File: src/logic/autoneg_pkg.sv
// Shared constants, types and timing for the auto-negotiation control block
`default_nettype none
package autoneg_pkg;
  // ==========================================================================
  // Clock and timing
  localparam int unsigned CLK_PERIOD_NS = 8;
  localparam int unsigned FLP_BIT_NS = 125000;       // Clock-to-clock spacing inside a burst
  localparam int unsigned BURST_GAP_NS = 16000000;   // Burst-to-burst spacing
  localparam int unsigned BREAK_LINK_NS = 1200000000; // Silence after a restart
  localparam int unsigned FLP_BIT_CYC = (FLP_BIT_NS + CLK_PERIOD_NS - 1) / CLK_PERIOD_NS;
  localparam int unsigned BURST_GAP_CYC = (BURST_GAP_NS + CLK_PERIOD_NS - 1) / CLK_PERIOD_NS;
  localparam int unsigned BREAK_LINK_CYC = (BREAK_LINK_NS + CLK_PERIOD_NS - 1) / CLK_PERIOD_NS;
  localparam int unsigned CNT_W = 28;
  localparam logic [1:0] ACK_BURSTS = 2'h3;          // Acknowledged bursts before leaving ACK

  // ==========================================================================
  // Register offsets (16-bit management registers)
  localparam logic [4:0] REG_CTRL = 5'h00;
  localparam logic [4:0] REG_STAT = 5'h01;
  localparam logic [4:0] REG_ADV = 5'h04;
  localparam logic [4:0] REG_LPA = 5'h05;
  localparam logic [4:0] REG_EXP = 5'h06;
  localparam logic [4:0] REG_NPT = 5'h07;

  // ==========================================================================
  // Field positions
  localparam int unsigned CTRL_AN_EN = 12;
  localparam int unsigned CTRL_RESTART = 9;
  localparam int unsigned STAT_AN_DONE = 5;
  localparam int unsigned STAT_AN_ABLE = 3;
  localparam int unsigned STAT_LINK = 2;
  localparam int unsigned ADV_ASYM = 11;
  localparam int unsigned ADV_PAUSE = 10;
  localparam int unsigned ADV_100F = 8;
  localparam int unsigned ADV_100H = 7;
  localparam int unsigned ADV_10F = 6;
  localparam int unsigned ADV_10H = 5;
  localparam int unsigned PAGE_NP = 15;
  localparam int unsigned PAGE_ACK = 14;
  localparam int unsigned NP_MULTIPORT = 10;
  localparam int unsigned NP_1000F = 9;
  localparam int unsigned NP_1000H = 8;
  localparam int unsigned EXP_LP_ABLE = 0;
  localparam int unsigned EXP_PAGE_RX = 1;
  localparam int unsigned EXP_PD_FAULT = 4;
  localparam logic [4:0] SELECTOR_8023 = 5'h01;

  // ==========================================================================
  // Reset values
  localparam logic [15:0] CTRL_RST = 16'h1000;
  localparam logic [15:0] ADV_RST = 16'h0de1;
  localparam logic [15:0] NPT_RST = 16'h2001;

  // ==========================================================================
  // Speed codes
  localparam logic [1:0] SPD_10 = 2'h0;
  localparam logic [1:0] SPD_100 = 2'h1;
  localparam logic [1:0] SPD_1000 = 2'h2;

  // Gray-coded along idle, break, detect, acknowledge, next page, good
  typedef enum logic [2:0] {
    ST_IDLE = 3'h0,
    ST_BREAK = 3'h1,
    ST_DETECT = 3'h3,
    ST_ACK = 3'h2,
    ST_NPAGE = 3'h6,
    ST_GOOD = 3'h7
  } an_state_e;

  typedef struct packed {
    logic write;
    logic read;
    logic [4:0] addr;
    logic [15:0] data;
  } mgmt_req_s;

  typedef struct packed {
    logic [1:0] speed;
    logic fullDuplex;
    logic master;
    logic [3:0] pause; // {local asym, local pause, partner asym, partner pause}
  } an_result_s;
endpackage
`default_nettype wire

File: src/logic/gigabit_phy_autoneg_control.sv
// Auto-negotiation control with management registers for a 10/100/1000 transceiver
`default_nettype none
module gigabit_phy_autoneg_control #(
  parameter int unsigned BIT_CYC = autoneg_pkg::FLP_BIT_CYC,
  parameter int unsigned BURST_GAP_CYC = autoneg_pkg::BURST_GAP_CYC,
  parameter int unsigned BREAK_CYC = autoneg_pkg::BREAK_LINK_CYC
)(
  input wire logic mclk,
  input wire logic rst,
  input wire autoneg_pkg::mgmt_req_s mgmtReq,
  output logic [15:0] mgmtRdData,
  input wire logic flpRxPulse,
  output logic flpTxPulse,
  input wire logic link10Good,
  input wire logic link100Good,
  input wire logic link1000Good,
  input wire logic nodeMultiport,
  input wire logic anStrapDisable,
  output logic linkUp,
  output logic dataHalt,
  output autoneg_pkg::an_result_s result
);
  localparam logic [27:0] GAP_LOAD = 28'(BURST_GAP_CYC - 1);
  localparam logic [27:0] BREAK_LOAD = 28'(BREAK_CYC - 1);

  autoneg_pkg::an_state_e state_reg, state_next;
  autoneg_pkg::an_result_s result_reg, resNext;
  logic [15:0] ctrl_reg, adv_reg, npt_reg, lpa_reg, lpnp_reg, rdData_reg;
  logic [27:0] tmr_reg;
  logic [1:0] ackCnt_reg;
  logic ackSeen_reg, partnerAble_reg, pageRcvd_reg, pdFault_reg, viaPd_reg;
  logic complete_reg, linkUp_reg, dataHalt_reg, strapOff_reg, strapDone_reg;
  logic txDone, rxValid;
  logic [15:0] rxPage;

  // ==========================================================================
  // Management decode
  wire [4:0] addr = mgmtReq.addr;
  wire wrCtrl = mgmtReq.write && addr == autoneg_pkg::REG_CTRL;
  wire wrAdv = mgmtReq.write && addr == autoneg_pkg::REG_ADV;
  wire wrNpt = mgmtReq.write && addr == autoneg_pkg::REG_NPT;
  wire rdExp = mgmtReq.read && addr == autoneg_pkg::REG_EXP;
  wire restartReq = wrCtrl && mgmtReq.data[autoneg_pkg::CTRL_RESTART];
  // Strap latched after reset release overrides the software enable
  wire anEnable = ctrl_reg[autoneg_pkg::CTRL_AN_EN] && strapDone_reg && !strapOff_reg;

  // ==========================================================================
  // Page transmission
  wire sending = state_reg == autoneg_pkg::ST_DETECT || state_reg == autoneg_pkg::ST_ACK
    || state_reg == autoneg_pkg::ST_NPAGE;
  wire tmrZero = tmr_reg == 28'h0;
  wire txStart = sending && tmrZero;
  wire [15:0] basePage = {adv_reg[15], state_reg == autoneg_pkg::ST_ACK, adv_reg[13:0]};
  wire [15:0] nextPage = {npt_reg[15], 1'b1, npt_reg[13:0]};
  wire [15:0] txPage = state_reg == autoneg_pkg::ST_NPAGE ? nextPage : basePage;

  flp_burst_tx #(
    .BIT_CYC(BIT_CYC)
  ) txBurst (
    .mclk(mclk),
    .rst(rst),
    .start(txStart),
    .page(txPage),
    .pulse(flpTxPulse),
    .done(txDone)
  );

  flp_burst_rx #(
    .BIT_CYC(BIT_CYC)
  ) rxBurst (
    .mclk(mclk),
    .rst(rst),
    .pulseIn(flpRxPulse),
    .pageValid(rxValid),
    .page(rxPage)
  );

  // ==========================================================================
  // Event terms
  wire rxAcked = rxValid && rxPage[autoneg_pkg::PAGE_ACK];
  wire baseRx = rxValid && state_reg == autoneg_pkg::ST_DETECT;
  wire ackDone = state_reg == autoneg_pkg::ST_ACK && ackSeen_reg && ackCnt_reg == autoneg_pkg::ACK_BURSTS;
  wire wantNp = adv_reg[autoneg_pkg::PAGE_NP] && lpa_reg[autoneg_pkg::PAGE_NP];
  wire npRx = rxAcked && state_reg == autoneg_pkg::ST_NPAGE;
  wire npLast = !npt_reg[autoneg_pkg::PAGE_NP] && !rxPage[autoneg_pkg::PAGE_NP];
  // Parallel detection is tried at burst times while no page has arrived
  wire pdTry = state_reg == autoneg_pkg::ST_DETECT && tmr_reg == 28'h1 && !rxValid
    && (link10Good || link100Good);
  wire pd100Adv = adv_reg[autoneg_pkg::ADV_100F] || adv_reg[autoneg_pkg::ADV_100H];
  wire pd10Adv = adv_reg[autoneg_pkg::ADV_10F] || adv_reg[autoneg_pkg::ADV_10H];
  wire pdOk = (link10Good ^ link100Good) && (link100Good ? pd100Adv : pd10Adv);
  wire pdGood = pdTry && pdOk;
  // Both receivers up, an unadvertised technology or a lost link is a fault
  wire pdLost = state_reg == autoneg_pkg::ST_GOOD && viaPd_reg
    && !(result_reg.speed == autoneg_pkg::SPD_100 ? link100Good && !link10Good
                                                  : link10Good && !link100Good);
  wire pdFaultSet = (pdTry && !pdOk) || pdLost;
  wire linkSel = result_reg.speed == autoneg_pkg::SPD_1000 ? link1000Good
    : result_reg.speed == autoneg_pkg::SPD_100 ? link100Good : link10Good;
  wire anLost = state_reg == autoneg_pkg::ST_GOOD && !viaPd_reg && linkUp_reg && !linkSel;
  wire enterGood = state_next == autoneg_pkg::ST_GOOD && state_reg != autoneg_pkg::ST_GOOD;

  // ==========================================================================
  // Next state; disable dominates, a restart write always goes through break
  always_comb
  begin
    state_next = state_reg;
    if (!anEnable)
      state_next = autoneg_pkg::ST_IDLE;
    else if (restartReq)
      state_next = autoneg_pkg::ST_BREAK;
    else
      unique case (state_reg)
        autoneg_pkg::ST_IDLE:
          state_next = autoneg_pkg::ST_BREAK;
        autoneg_pkg::ST_BREAK:
          if (tmrZero)
            state_next = autoneg_pkg::ST_DETECT;
        autoneg_pkg::ST_DETECT:
          if (baseRx)
            state_next = autoneg_pkg::ST_ACK;
          else if (pdGood)
            state_next = autoneg_pkg::ST_GOOD;
          else if (pdFaultSet)
            state_next = autoneg_pkg::ST_BREAK;
        autoneg_pkg::ST_ACK:
          if (ackDone)
            state_next = wantNp ? autoneg_pkg::ST_NPAGE : autoneg_pkg::ST_GOOD;
        autoneg_pkg::ST_NPAGE:
          if (npRx && npLast)
            state_next = autoneg_pkg::ST_GOOD;
        autoneg_pkg::ST_GOOD:
          if (pdLost || anLost)
            state_next = autoneg_pkg::ST_BREAK;
        default:
          state_next = autoneg_pkg::ST_IDLE;
      endcase
  end

  // ==========================================================================
  // Priority resolution over common abilities, best first
  wire c1000F = adv_reg[autoneg_pkg::PAGE_NP] && npt_reg[autoneg_pkg::NP_1000F]
    && lpnp_reg[autoneg_pkg::NP_1000F];
  wire c1000H = adv_reg[autoneg_pkg::PAGE_NP] && npt_reg[autoneg_pkg::NP_1000H]
    && lpnp_reg[autoneg_pkg::NP_1000H];
  wire [3:0] common = adv_reg[8:5] & lpa_reg[8:5];
  wire locMp = nodeMultiport;
  wire parMp = lpnp_reg[autoneg_pkg::NP_MULTIPORT];
  wire seedWin = npt_reg[7:0] > lpnp_reg[7:0];

  always_comb
  begin
    resNext = '0;
    if (c1000F || c1000H)
    begin
      resNext.speed = autoneg_pkg::SPD_1000;
      resNext.fullDuplex = c1000F;
      resNext.master = (locMp && !parMp) || (locMp == parMp && seedWin);
    end
    else if (common[3] || common[2])
    begin
      resNext.speed = autoneg_pkg::SPD_100;
      resNext.fullDuplex = common[3];
    end
    else
    begin
      resNext.speed = autoneg_pkg::SPD_10;
      resNext.fullDuplex = common[1];
    end
    // The MAC resolves pause from these; no pause decision is made here
    if (resNext.fullDuplex)
      resNext.pause = {adv_reg[11:10], lpa_reg[11:10]};
  end

  // ==========================================================================
  // State, timer and strap capture
  always_ff @(posedge mclk or posedge rst)
    if (rst)
    begin
      state_reg <= autoneg_pkg::ST_IDLE;
      tmr_reg <= 28'h0;
      strapOff_reg <= 1'b0;
      strapDone_reg <= 1'b0;
    end
    else
    begin
      state_reg <= state_next;
      if (!strapDone_reg)
      begin
        strapOff_reg <= anStrapDisable;
        strapDone_reg <= 1'b1;
      end
      if (state_next != state_reg)
        tmr_reg <= state_next == autoneg_pkg::ST_BREAK ? BREAK_LOAD : 28'h0;
      else if (!tmrZero)
        tmr_reg <= tmr_reg - 28'h1;
      else if (sending)
        tmr_reg <= GAP_LOAD;
    end

  // ==========================================================================
  // Software-written registers; restart bit is never stored, so it reads 0
  always_ff @(posedge mclk or posedge rst)
    if (rst)
    begin
      ctrl_reg <= autoneg_pkg::CTRL_RST;
      adv_reg <= autoneg_pkg::ADV_RST;
      npt_reg <= autoneg_pkg::NPT_RST;
    end
    else
    begin
      if (wrCtrl)
        ctrl_reg <= mgmtReq.data & ~(16'h0001 << autoneg_pkg::CTRL_RESTART);
      if (wrAdv)
        adv_reg <= mgmtReq.data;
      if (wrNpt)
        npt_reg <= mgmtReq.data;
    end

  // ==========================================================================
  // Negotiation-owned report state; a set in the read cycle beats the clear
  always_ff @(posedge mclk or posedge rst)
    if (rst)
    begin
      lpa_reg <= 16'h0000;
      lpnp_reg <= 16'h0000;
      partnerAble_reg <= 1'b0;
      pageRcvd_reg <= 1'b0;
      pdFault_reg <= 1'b0;
      viaPd_reg <= 1'b0;
      ackSeen_reg <= 1'b0;
      ackCnt_reg <= 2'h0;
    end
    else
    begin
      pageRcvd_reg <= (baseRx || npRx) || (pageRcvd_reg && !rdExp);
      pdFault_reg <= pdFaultSet || (pdFault_reg && !rdExp);
      if (state_reg == autoneg_pkg::ST_BREAK)
      begin
        lpnp_reg <= 16'h0000;
        viaPd_reg <= 1'b0;
        ackSeen_reg <= 1'b0;
        ackCnt_reg <= 2'h0;
      end
      if (rxValid && (state_reg == autoneg_pkg::ST_DETECT || state_reg == autoneg_pkg::ST_ACK))
      begin
        lpa_reg <= rxPage;
        partnerAble_reg <= 1'b1;
      end
      else if (pdGood)
      begin
        // Reflect the partner's technology with a valid selector
        lpa_reg <= {8'h00, link100Good, 1'b0, link10Good, autoneg_pkg::SELECTOR_8023};
        partnerAble_reg <= 1'b0;
        viaPd_reg <= 1'b1;
      end
      if (npRx)
        lpnp_reg <= rxPage;
      if (state_reg == autoneg_pkg::ST_ACK && rxAcked)
        ackSeen_reg <= 1'b1;
      if (state_reg == autoneg_pkg::ST_ACK && ackSeen_reg && txDone && !ackDone)
        ackCnt_reg <= ackCnt_reg + 2'h1;
    end

  // ==========================================================================
  // Result, status and read data; reads return one cycle after the strobe
  wire [15:0] statWord = (16'(complete_reg) << autoneg_pkg::STAT_AN_DONE)
    | (16'h0001 << autoneg_pkg::STAT_AN_ABLE) | (16'(linkUp_reg) << autoneg_pkg::STAT_LINK);
  wire [15:0] expWord = (16'(partnerAble_reg) << autoneg_pkg::EXP_LP_ABLE)
    | (16'(pageRcvd_reg) << autoneg_pkg::EXP_PAGE_RX) | (16'(pdFault_reg) << autoneg_pkg::EXP_PD_FAULT);
  wire [15:0] rdMux = addr == autoneg_pkg::REG_CTRL ? ctrl_reg
    : addr == autoneg_pkg::REG_STAT ? statWord
    : addr == autoneg_pkg::REG_ADV ? adv_reg
    : addr == autoneg_pkg::REG_LPA ? lpa_reg
    : addr == autoneg_pkg::REG_EXP ? expWord
    : addr == autoneg_pkg::REG_NPT ? npt_reg : 16'h0000;

  always_ff @(posedge mclk or posedge rst)
    if (rst)
    begin
      rdData_reg <= 16'h0000;
      result_reg <= '0;
      complete_reg <= 1'b0;
      linkUp_reg <= 1'b0;
      dataHalt_reg <= 1'b0;
    end
    else
    begin
      if (mgmtReq.read)
        rdData_reg <= rdMux;
      if (enterGood)
        result_reg <= pdGood ? '{speed: link100Good ? autoneg_pkg::SPD_100 : autoneg_pkg::SPD_10,
                                 fullDuplex: 1'b0, master: 1'b0, pause: 4'h0} : resNext;
      complete_reg <= state_next == autoneg_pkg::ST_GOOD;
      linkUp_reg <= state_reg == autoneg_pkg::ST_GOOD && state_next == autoneg_pkg::ST_GOOD && linkSel;
      dataHalt_reg <= state_next == autoneg_pkg::ST_BREAK;
    end

  assign mgmtRdData = rdData_reg;
  assign result = result_reg;
  assign linkUp = linkUp_reg;
  assign dataHalt = dataHalt_reg;
endmodule
`default_nettype wire

File: src/logic/flp_burst_tx.sv
// Serialises one 16-bit page into a Fast Link Pulse burst
`default_nettype none
module flp_burst_tx #(
  parameter int unsigned BIT_CYC = autoneg_pkg::FLP_BIT_CYC
)(
  input wire logic mclk,
  input wire logic rst,
  input wire logic start,
  input wire logic [15:0] page,
  output logic pulse,
  output logic done
);
  localparam logic [27:0] LAST = 28'(BIT_CYC - 1);
  localparam logic [27:0] HALF = 28'(BIT_CYC / 2);
  logic [27:0] tmr_reg;
  logic [4:0] slot_reg;
  logic [15:0] page_reg;
  logic busy_reg;
  logic pulse_reg;
  logic done_reg;

  // ==========================================================================
  // Slot timing: clock pulse at slot start, data pulse mid-slot for a one
  wire clkPulse = busy_reg && tmr_reg == 28'h0;
  wire dataPulse = busy_reg && tmr_reg == HALF && !slot_reg[4] && page_reg[slot_reg[3:0]];
  wire slotEnd = busy_reg && tmr_reg == LAST;

  // Seventeen clock pulses frame sixteen data slots; start is ignored while busy
  always_ff @(posedge mclk or posedge rst)
    if (rst)
    begin
      tmr_reg <= 28'h0;
      slot_reg <= 5'h00;
      page_reg <= 16'h0000;
      busy_reg <= 1'b0;
      pulse_reg <= 1'b0;
      done_reg <= 1'b0;
    end
    else
    begin
      pulse_reg <= clkPulse || dataPulse;
      done_reg <= slotEnd && slot_reg == 5'h10;
      if (start && !busy_reg)
      begin
        busy_reg <= 1'b1;
        page_reg <= page;
        tmr_reg <= 28'h0;
        slot_reg <= 5'h00;
      end
      else if (slotEnd)
      begin
        tmr_reg <= 28'h0;
        slot_reg <= slot_reg + 5'h01;
        busy_reg <= slot_reg != 5'h10;
      end
      else if (busy_reg)
        tmr_reg <= tmr_reg + 28'h1;
    end

  assign pulse = pulse_reg;
  assign done = done_reg;
endmodule
`default_nettype wire

File: src/logic/flp_burst_rx.sv
// Recovers a 16-bit page from received Fast Link Pulse bursts
`default_nettype none
module flp_burst_rx #(
  parameter int unsigned BIT_CYC = autoneg_pkg::FLP_BIT_CYC
)(
  input wire logic mclk,
  input wire logic rst,
  input wire logic pulseIn,
  output logic pageValid,
  output logic [15:0] page
);
  localparam logic [27:0] Q1 = 28'(BIT_CYC / 4);
  localparam logic [27:0] Q3 = 28'((3 * BIT_CYC) / 4);
  localparam logic [27:0] LOST = 28'((5 * BIT_CYC) / 4);
  logic [27:0] tmr_reg;
  logic [4:0] cnt_reg;
  logic [15:0] shf_reg;
  logic [15:0] page_reg;
  logic dat_reg;
  logic act_reg;
  logic valid_reg;

  // ==========================================================================
  // Window classification; early pulses are treated as noise
  wire inData = act_reg && tmr_reg >= Q1 && tmr_reg < Q3;
  wire isClock = pulseIn && (!act_reg || tmr_reg >= Q3);
  wire lastBit = cnt_reg == 5'h0f;

  // A clock pulse closes the previous slot; a stalled burst is dropped
  always_ff @(posedge mclk or posedge rst)
    if (rst)
    begin
      tmr_reg <= 28'h0;
      cnt_reg <= 5'h00;
      shf_reg <= 16'h0000;
      page_reg <= 16'h0000;
      dat_reg <= 1'b0;
      act_reg <= 1'b0;
      valid_reg <= 1'b0;
    end
    else
    begin
      valid_reg <= 1'b0;
      if (isClock)
      begin
        tmr_reg <= 28'h0;
        dat_reg <= 1'b0;
        if (act_reg)
        begin
          shf_reg <= {dat_reg, shf_reg[15:1]};
          cnt_reg <= lastBit ? 5'h00 : cnt_reg + 5'h01;
          act_reg <= !lastBit;
          valid_reg <= lastBit;
          if (lastBit)
            page_reg <= {dat_reg, shf_reg[15:1]};
        end
        else
          act_reg <= 1'b1;
      end
      else if (pulseIn && inData)
        dat_reg <= 1'b1;
      else if (act_reg && tmr_reg > LOST)
      begin
        act_reg <= 1'b0;
        cnt_reg <= 5'h00;
      end
      else if (act_reg)
        tmr_reg <= tmr_reg + 28'h1;
    end

  assign pageValid = valid_reg;
  assign page = page_reg;
endmodule
`default_nettype wire

File: config.mk
export PLATFORM = sky130hd
export DESIGN_NAME = gigabit_phy_autoneg_control
export DESIGN_NICKNAME = d
export VERILOG_FILES = /design/src/logic/autoneg_pkg.sv /design/src/logic/gigabit_phy_autoneg_control.sv /design/src/logic/flp_burst_tx.sv /design/src/logic/flp_burst_rx.sv
export SDC_FILE = /design/constraint.sdc
export NUM_CORES = 1
export LEC_CHECK = 0
export ABC_AREA = 1
export ABC_CLOCK_PERIOD_IN_PS = 8650
export BUFFER_PORTS_ARGS = -buffer_cell sky130_fd_sc_hd__clkbuf_2
export CAP_MARGIN = 25
export CORE_MARGIN = 1
export CORE_UTILIZATION = 45
export CTS_CLUSTER_DIAMETER = 100
export DETAILED_ROUTE_END_ITERATION = 10
export GPL_TIMING_DRIVEN = 1
export PLACE_DENSITY = 0.58
export RECOVER_POWER = 50
export SYNTH_ARGS = -nofsm -noshare
export SYNTH_HDL_FRONTEND = slang
export SYNTH_SLANG_ARGS = --single-unit
File: constraint.sdc
create_clock -name mclk -period 8.65 [get_ports mclk]
set_input_delay 0.865 -clock mclk [delete_from_list [all_inputs] [get_ports mclk]]
set_output_delay 0.865 -clock mclk [all_outputs]
set_load 0.05 [all_outputs]
==> flow_summary.toml, run 1 <==
[synthesis]
synth.avg_cell_area_um2 = 8.36
synthesis.area_um2 = 13000
ys_ff_latch = 260
synth-warning-count = 0
seq_area_frac_synth = 0.503
synthFlopType = "dfrtp_1"
synth-compound-area-share = 0.125
synth_cells = 1551
synthMuxAreaShare = 0.0113
synthSimpleGateAreaFrac = 0.236
synth_async_sr_flop_share = 1.00
synth_nets = 1604
synth_top_family_by_area = "simple AND/OR/NAND/NOR gates"
synth_cell_types = 56
synth_xor_area_frac = 0.0270
synth_edf_count = 0
synth_fa_ha_area_frac = 0.0212

[place]
port-buffer-count = 57
dp_hpwl_um = 23000
gp_congestion = 0.894
place_area_um2 = 13600
placed_cells = 1950

[setup_path]
timing.rr.start = "state_reg[1]$_DFF_PP0_"
cp_max_fo = 130
crit_type = "in2async"
cp.arrival_ns = 4.30
rrSetupSlack_ns = 5.35
start_kind = "primary input"
max_stage_delay_ns = 3.15
r2r-end = "tmr_reg[0]$_DFFE_PP0P_"
worstPathRequired_ns = 8.23
cpMaxStageDelayCell = "clkinvlp_2"
ff2ff_path_depth = 15
path_cells = "clkbuf_1 -> clkinvlp_2"
path_delay_family = "buffers and inverters"
end_kind = "async pin"
critPathBufInv = 2

[floorplan]
die_w_um = 172
die_h_um = 172
coreArea_um2 = 28100
dieArea_um2 = 29500
start_util = 0.462
rows = 61
ios = 58

[route]
wirelength_um = 32800
avgViaCountPerCell = 5.25
drtAntennaViolNets = 0
drt_iter0_markers = 776
drc = 0
dr.pass1.iters = 6
vias = 10533
wire_per_inst_um = 16.4

[global_route]
grt_start_max_net_pins = 131
overflow = 0
grt.busiest_layer = "met2"
grt_util_met1 = 0.333
met2_usage = 0.364
use_met3 = 0.0322
track_usage = 0.232
grt_pass1_wl_um = 53900
antenna_found_initial = 0
grt_pass1_vias = 10037

[min_path]
whs_path_depth = 2
min_to = "mgmtRdData[3]$_DFFE_PP0P_"
hp-class = "reg2reg"
hp-start = "mgmtRdData[3]$_DFFE_PP0P_"

[layout]
n_antenna_cell = 0
nFillCells = 2757
nets = 1658
post-route-util = 0.518
drive_gt1_frac = 0.103
most-common-layout-cells = "nand2_1 (295), dfrtp_1 (250), inv_1 (207), nor2_1 (170), o21ai_0 (125)"
syn_to_final_growth_pct = 12.3
regArea_um2 = 6520
final_common_cell = "nand2_1"
stdcell_count = 2006
multi_input_area_um2 = 5430
fin_area_um2 = 14600

[timing]
hold_viol = 0
fmax_mhz = 212
slew_viol_final = 131
rsz0062_at_grt = "no"
clock_skew_ns = 0.0201
min_period_ns = 4.72
worst_pin_slew_ns = 5.82
max_slew_margin = -2.88
final.setup.tns_ns = 0
setup_violations = 0
period_share = 0.546

[clock_tree]
root_buffer = "clkbuf_16"
htree_levels = 1
cts_tree = "done"
numCtsBuffers = 29
cts_setup_buffers = 0
cts.path.max_buffers = 3
cts.clk_slew.worst_paths_ns = 0.06
clk_latency_ns = 0.57
cts_sinks = 260
cts_hold_buf = 0
cts_resized = 0

[power]
vdd_ir_drop_max_uv = 149
power_mw = 3.42
power_density_nw_per_um2 = 235
power.leakage_nw = 6.99

[outcome]
status = "finished with violations"
violations = "capacitance limit, slew limit"

[flow_run]
drv_cap = 1
-- through the flow --
stage          worst slack [ns]  hold slack [ns]
6_report                   3.93            0.479
5_1_grt                    2.98            0.501
4_1_cts                    5.63            0.483
3_5_place_dp               5.49            0.467
3_3_place_gp               5.45            0.464
2_1_floorplan             0.646            0.448
-- power breakdown --
part	internal (mW)	switching (mW)	total (mW)
logic	0.221	0.415	0.636
clock network	0.746	0.520	1.27
registers	1.37	0.152	1.52
-- worst max-delay path by stage --
stage | start | to | cells past startpoint
floorplan | rst | ackCnt_reg[0]$_DFFE_PP0P_ | 1
finish | rst | tmr_reg[26]$_DFFE_PP0P_ | 2
global route | rst | tmr_reg[26]$_DFFE_PP0P_ | 2
global placement | flpRxPulse | rxBurst.page[12]$_DFFE_PP0P_ | 7
detailed placement | link100Good | tmr_reg[0]$_DFFE_PP0P_ | 17
CTS | tmr_reg[1]$_DFFE_PP0P_ | txBurst.tmr_reg[11]$_DFFE_PP0P_ | 15
-- synthesized netlist by cell type (9+ instances only) --
library cell / n / area share
nand2_1: 292 / 0.085
dfrtp_1: 250 / 0.48
inv_1: 206 / 0.060
nor2_1: 168 / 0.049
o21ai_0: 125 / 0.048
nand3_1: 85 / 0.033
a21oi_1: 61 / 0.024
nor3_1: 36 / 0.014
o22ai_1: 35 / 0.017
clkbuf_1: 33 / 0.0096
nand4_1: 29 / 0.014
xor2_1: 29 / 0.020
ha_1: 22 / 0.021
nor2_2: 18 / 0.0087
mux2_2: 13 / 0.011
xnor2_1: 11 / 0.0074
a221oi_1: 10 / 0.0068
dfstp_2: 10 / 0.020
nand2_2: 9 / 0.0043
nor4_1: 9 / 0.0043
-- per-layer routing --
metal	part of all wire	vias up
met3	0.051	54
met5	0	-
li1	-	5207
met1	0.47	5011
met2	0.45	261
met4	0.030	0
-- cell families (layout without fill, tap and decap cells) --
logic type / Yosys count / count (layout)
buffers and inverters: 260 / 337
and+or+nand+nor: 676 / 676
AOI/OAI and AO/OA: 279 / 279
DFF: 260 / 260
adders and majority gates: 22 / 22
xor gates and xnor gates: 40 / 40
other: 1 / 1
muxes: 13 / 13
-- area by class of cell --
cell class | instances | share of cell area
clock inverter | 13 | 0.0114
clock buffer | 41 | 0.0557
tap | 378 | 0.0325
multi-input combinational | 1031 | 0.373
timing repair buffer | 65 | 0.0230
sequential | 260 | 0.448
inverter | 218 | 0.0565
Power figures use the tool's default switching activity.
==> inputs of run 2 (changes only) <==
--- a/config.mk
+++ b/config.mk
@@ -6,7 +6,7 @@
 export NUM_CORES = 1
 export LEC_CHECK = 0
 export ABC_AREA = 1
-export ABC_CLOCK_PERIOD_IN_PS = 8650
+export ABC_CLOCK_PERIOD_IN_PS = 3900
 export BUFFER_PORTS_ARGS = -buffer_cell sky130_fd_sc_hd__clkbuf_2
 export CAP_MARGIN = 25
 export CORE_MARGIN = 1
@@ -14,7 +14,7 @@
 export CTS_CLUSTER_DIAMETER = 100
 export DETAILED_ROUTE_END_ITERATION = 10
 export GPL_TIMING_DRIVEN = 1
-export PLACE_DENSITY = 0.58
+export PLACE_DENSITY = 0.61
 export RECOVER_POWER = 50
 export SYNTH_ARGS = -nofsm -noshare
 export SYNTH_HDL_FRONTEND = slang
==> constraint.sdc (replaced) <==
create_clock -name mclk -period 3.9 [get_ports mclk]
set_input_delay 0.39 -clock mclk [delete_from_list [all_inputs] [get_ports mclk]]
set_output_delay 0.39 -clock mclk [all_outputs]
set_load 0.05 [all_outputs]
==> flow_summary.toml, run 2 (synthesized netlist as in run 1, its figures left out) <==
[clock_tree]
htree_levels = 1
cts.path.max_buffers = 3
cts.clk_slew.worst_paths_ns = 0.06
root_buffer = "clkbuf_16"
clk_latency_ns = 0.55
cts_resized = 0
cts_tree = "done"
numCtsBuffers = 28
cts_sinks = 260
cts_setup_buffers = 0

[setup_path]
max_stage_delay_ns = 0.40
cp.arrival_ns = 3.32
path_delay_family = "simple AND/OR/NAND/NOR gates"
end_kind = "flip-flop"
path_cells = "inv_1 -> ha_1 -> nand2_2 -> nor2_4 -> nand2_1 -> nor2_2 -> nand2_1 -> nor2_2 -> nand2_1 -> nor2_4 -> nand3_1 -> nand2_1 -> inv_1 -> o21ai_0 -> a21oi_1"
critPathBufInv = 2
start_kind = "flip-flop"
crit_type = "reg2reg"
cpMaxStageDelayCell = "nand2_1"
cp_max_fo = 13
worstPathRequired_ns = 4.34
timing.critical_path.mode_cell = "nand2_1"

[floorplan]
die_h_um = 172
die_w_um = 172
ios = 58
coreArea_um2 = 28100
start_util = 0.462
rows = 61
dieArea_um2 = 29500

[timing]
hold_slack_ns = 0.0653
setup_violations = 0
max_slew_margin = 0.175
slew_viol_final = 0
min_period_ns = 2.88
rsz0062_at_grt = "no"
period_share = 0.738
final.setup.tns_ns = 0
hold_viol = 0
fmax_mhz = 347
worst_pin_slew_ns = 1.24
setup_slack_ns = 1.02
clock_skew_ns = 0.0257

[min_path]
hp-class = "in2reg"

[route]
drtAntennaViolNets = 0
drt_iter0_markers = 867
vias = 10595
wirelength_um = 32400
wire_per_inst_um = 16.1
drc = 0
dr.pass1.iters = 6
avgViaCountPerCell = 5.27

[power]
power.leakage_nw = 7.13
power_density_nw_per_um2 = 530
vdd_ir_drop_max_uv = 308
power_mw = 7.79

[layout]
syn_to_final_growth_pct = 13.5
nFillCells = 2728
final_common_cell = "nand2_1"
nets = 1663
post-route-util = 0.524
drive_gt1_frac = 0.120
n_antenna_cell = 0
most-common-layout-cells = "nand2_1 (292), dfrtp_1 (250), inv_1 (207), nor2_1 (169), o21ai_0 (125)"

[place]
place_ws_ns = 0.976
gp_congestion = 0.892
dp_hpwl_um = 23000
port-buffer-count = 57

[global_route]
grt_pass1_wl_um = 52900
overflow = 0
track_usage = 0.227
grt_pass1_vias = 10081
antenna_found_initial = 0
grt_start_max_net_pins = 106

[outcome]
status = "completed"

[flow_run]
drv_cap = 0
## run 2: cell count changes in the layout (fill, tap and decap cells not counted), moves of 3 or more
cell        change
nand2_1         -3
buf_4           +5
clkinvlp_4      -3
clkinv_2        +3
clkbuf_2       +18
nand2_2         +3
bufinv_16       +5
clkbuf_1       -22
## run 2: path summary, 6_finish.rpt
| kind | start | to | slack [ns] | cells after the start |
|---|---|---|---|---|
| hold / removal | anStrapDisable | strapOff_reg$_DFFE_PP0N_ | 0.07 | 3 |
| setup reg to reg | tmr_reg[1]$_DFFE_PP0P_ | txBurst.tmr_reg[11]$_DFFE_PP0P_ | 1.02 | 15 |
| setup / recovery | tmr_reg[1]$_DFFE_PP0P_ | txBurst.tmr_reg[11]$_DFFE_PP0P_ | 1.02 | 15 |
| min in group asynchronous | rst | adv_reg[3]$_DFFE_PP0P_ | 0.46 | 3 |
| max in group asynchronous | rst | rxBurst.page[3]$_DFFE_PP0P_ | 1.82 | 4 |
| hold reg to reg | mgmtRdData[3]$_DFFE_PP0P_ | mgmtRdData[3]$_DFFE_PP0P_ | 0.48 | 2 |
## run 2: power breakdown
group | internal, mW | switching (mW) | total [mW]
Clock | 1.89 | 1.11 | 3.00
Combinational | 0.507 | 0.925 | 1.43
Sequential | 3.04 | 0.322 | 3.36
Total | 5.43 | 2.36 | 7.79
## run 2: tightest hold or removal path: stages
cell and delay (ns):
clkbuf_2 0.07, nor2_1 0.03, nor2_1 0.08
## run 2: what timing repair did
action	4_1_cts	5_1_grt
hold endpoints to repair	11	0
hold buffers	1	0
endpoints found under the setup margin	0	0
## run 2: cell type report
type | count | area, um2 | share of cell area
Multi-Input combinational cell | 1031 | 5440 | 0.370
Inverter | 218 | 822 | 0.0559
Timing Repair Buffer | 71 | 414 | 0.0281
Sequential cell | 260 | 6520 | 0.443
Tap cell | 378 | 473 | 0.0321
Clock inverter | 17 | 297 | 0.0202
Clock buffer | 35 | 747 | 0.0508
## run 2: layer usage
metal	global-route usage	vias up	part of all wire
met5	0	-	0
met2	0.365	219	0.47
li1	-	5215	-
met4	0.0539	0	0.019
met1	0.327	5118	0.47
met3	0.0232	43	0.041
## run 2: stage by stage
stage                     cells  area [um2]
after floorplan            1551       13000
final                      2010       14700
after CTS                  2009       14700
after global placement     1956       13700
after detailed placement   1956       13700
after global routing       2010       14700
==> inputs of run 3 (changes only) <==
--- a/config.mk
+++ b/config.mk
@@ -6,7 +6,7 @@
 export NUM_CORES = 1
 export LEC_CHECK = 0
 export ABC_AREA = 1
-export ABC_CLOCK_PERIOD_IN_PS = 3900
+export ABC_CLOCK_PERIOD_IN_PS = 2560
 export BUFFER_PORTS_ARGS = -buffer_cell sky130_fd_sc_hd__clkbuf_2
 export CAP_MARGIN = 25
 export CORE_MARGIN = 1
==> constraint.sdc (replaced) <==
create_clock -name mclk -period 2.56 [get_ports mclk]
set_input_delay 0.256 -clock mclk [delete_from_list [all_inputs] [get_ports mclk]]
set_output_delay 0.256 -clock mclk [all_outputs]
set_load 0.05 [all_outputs]
==> flow_summary.toml, run 3 (synthesized netlist as in run 1, its figures left out) <==
[global_route]
grt_pass1_wl_um = 54300
grt_pass1_vias = 10307
overflow = 0
antenna_found_initial = 0
grt_start_max_net_pins = 58
track_usage = 0.232

[place]
gp_congestion = 0.898
place_ws_ns = -0.0536
dp_hpwl_um = 23900
port-buffer-count = 57

[floorplan]
ios = 58
coreArea_um2 = 28100
rows = 61
start_util = 0.462
die_w_um = 172
die_h_um = 172
dieArea_um2 = 29500

[timing]
period_share = 0.935
slew_viol_final = 0
setup_slack_ns = 0.167
setup_violations = 0
final.setup.tns_ns = 0
min_period_ns = 2.39
hold_viol = 0
hold_slack_ns = 0.0300
fmax_mhz = 418
max_slew_margin = 0.219
worst_pin_slew_ns = 1.17
clock_skew_ns = 0.0149

[layout]
nFillCells = 2735
nets = 1716
post-route-util = 0.539
syn_to_final_growth_pct = 16.8
final_common_cell = "nand2_1"
n_antenna_cell = 0
most-common-layout-cells = "nand2_1 (291), dfrtp_1 (247), inv_1 (203), nor2_1 (168), o21ai_0 (123)"
drive_gt1_frac = 0.148

[route]
dr.pass1.iters = 5
drtAntennaViolNets = 0
wirelength_um = 32700
wire_per_inst_um = 15.9
avgViaCountPerCell = 5.25
drc = 0
vias = 10839
drt_iter0_markers = 806

[power]
clkPwrFrac = 0.370
comb_power_share = 0.197
seqPwrFrac = 0.433
power_mw = 11.8
vdd_ir_drop_max_uv = 578
power_switching_share = 0.312
power_switching_mw = 3.68
power.leakage_nw = 7.34
p_int_mw = 8.10
power_density_nw_per_um2 = 777

[clock_tree]
numCtsBuffers = 29
cts.path.max_buffers = 3
clk_latency_ns = 0.56
cts.clk_slew.worst_paths_ns = 0.06
cts_tree = "done"
cts_sinks = 260
htree_levels = 1
root_buffer = "clkbuf_16"

[setup_path]
cp.arrival_ns = 2.85
crit_type = "reg2reg"
end_kind = "flip-flop"
start_kind = "flip-flop"
cp_max_fo = 8
worstPathRequired_ns = 3.02

[flow_run]
drv_cap = 0

[min_path]
hp-class = "in2reg"

[outcome]
status = "completed"
-- run 3: layout make-up --
type | count | area [um2] | area share
flip-flops and latches | 260 | 6520 | 0.431
multi-input cells | 1031 | 5500 | 0.363
clock buffers | 41 | 851 | 0.0562
repair buffers | 123 | 823 | 0.0543
inverters | 218 | 822 | 0.0543
well taps | 378 | 473 | 0.0312
clock inverters | 13 | 164 | 0.0108
-- run 3: repair_timing --
action / CTS / global route
hold buffers: 16 / 0
pin swaps: 0 / 6
setup endpoints to repair: 7 / 59
gates resized for setup: 4 / 16
hold endpoints to repair: 52 / 0
buffers inserted: 0 / 2
-- run 3: critical path, cell delays in order (launching register included) --
cell and delay, ns:
dfrtp_2 0.44, inv_1 0.10, ha_2 0.20, nand2_2 0.10
nor2_4 0.14, nand3_2 0.12, nor2_4 0.13, nand3_1 0.08
nand2_1 0.07, inv_1 0.04, nand2_2 0.10, nand2_2 0.07
nand2_1 0.10, nand4_4 0.12, buf_12 0.17, nor2_8 0.15
nand2_2 0.06, nand2_1 0.06, inv_1 0.04
-- run 3: per-layer routing --
metal / track usage / vias to the layer above / wire length, um
li1: - / 5325 / -
met1: 0.330 / 5210 / 15300
met2: 0.380 / 261 / 15300
met3: 0.0285 / 43 / 1500
met4: 0.0504 / 0 / 618
met5: 0 / - / 0
-- run 3: per-stage QoR --
stage / cell area, um2 / cells
global route: 15200 / 2064
CTS: 15200 / 2061
global placement: 14000 / 1991
detailed placement: 14000 / 1991
floorplan: 13000 / 1551
finish: 15200 / 2064
-- run 3: power by group through the flow --
stage,combinational [mW],sequential [mW],clock [mW]
finish,2.32,5.10,4.36
global route,2.64,5.17,4.62
CTS,2.31,5.09,4.44
detailed placement,2.29,5.15,0
global placement,2.26,5.15,0
floorplan,1.68,5.08,0
-- run 3: worst paths after layout --
check / start / end / slack [ns] / cells after the start
max: tmr_reg[0]$_DFFE_PP0P_ / tmr_reg[1]$_DFFE_PP0P_ / 0.17 / 18
min reg2reg: mgmtRdData[3]$_DFFE_PP0P_ / mgmtRdData[3]$_DFFE_PP0P_ / 0.48 / 2
min: mgmtReq[15] / npt_reg[15]$_DFFE_PP0P_ / 0.03 / 3
max in group asynchronous: rst / state_reg[1]$_DFF_PP0_ / 0.50 / 4
max reg2reg: tmr_reg[0]$_DFFE_PP0P_ / tmr_reg[1]$_DFFE_PP0P_ / 0.17 / 18
min in group asynchronous: rst / mgmtRdData[1]$_DFFE_PP0P_ / 0.45 / 3
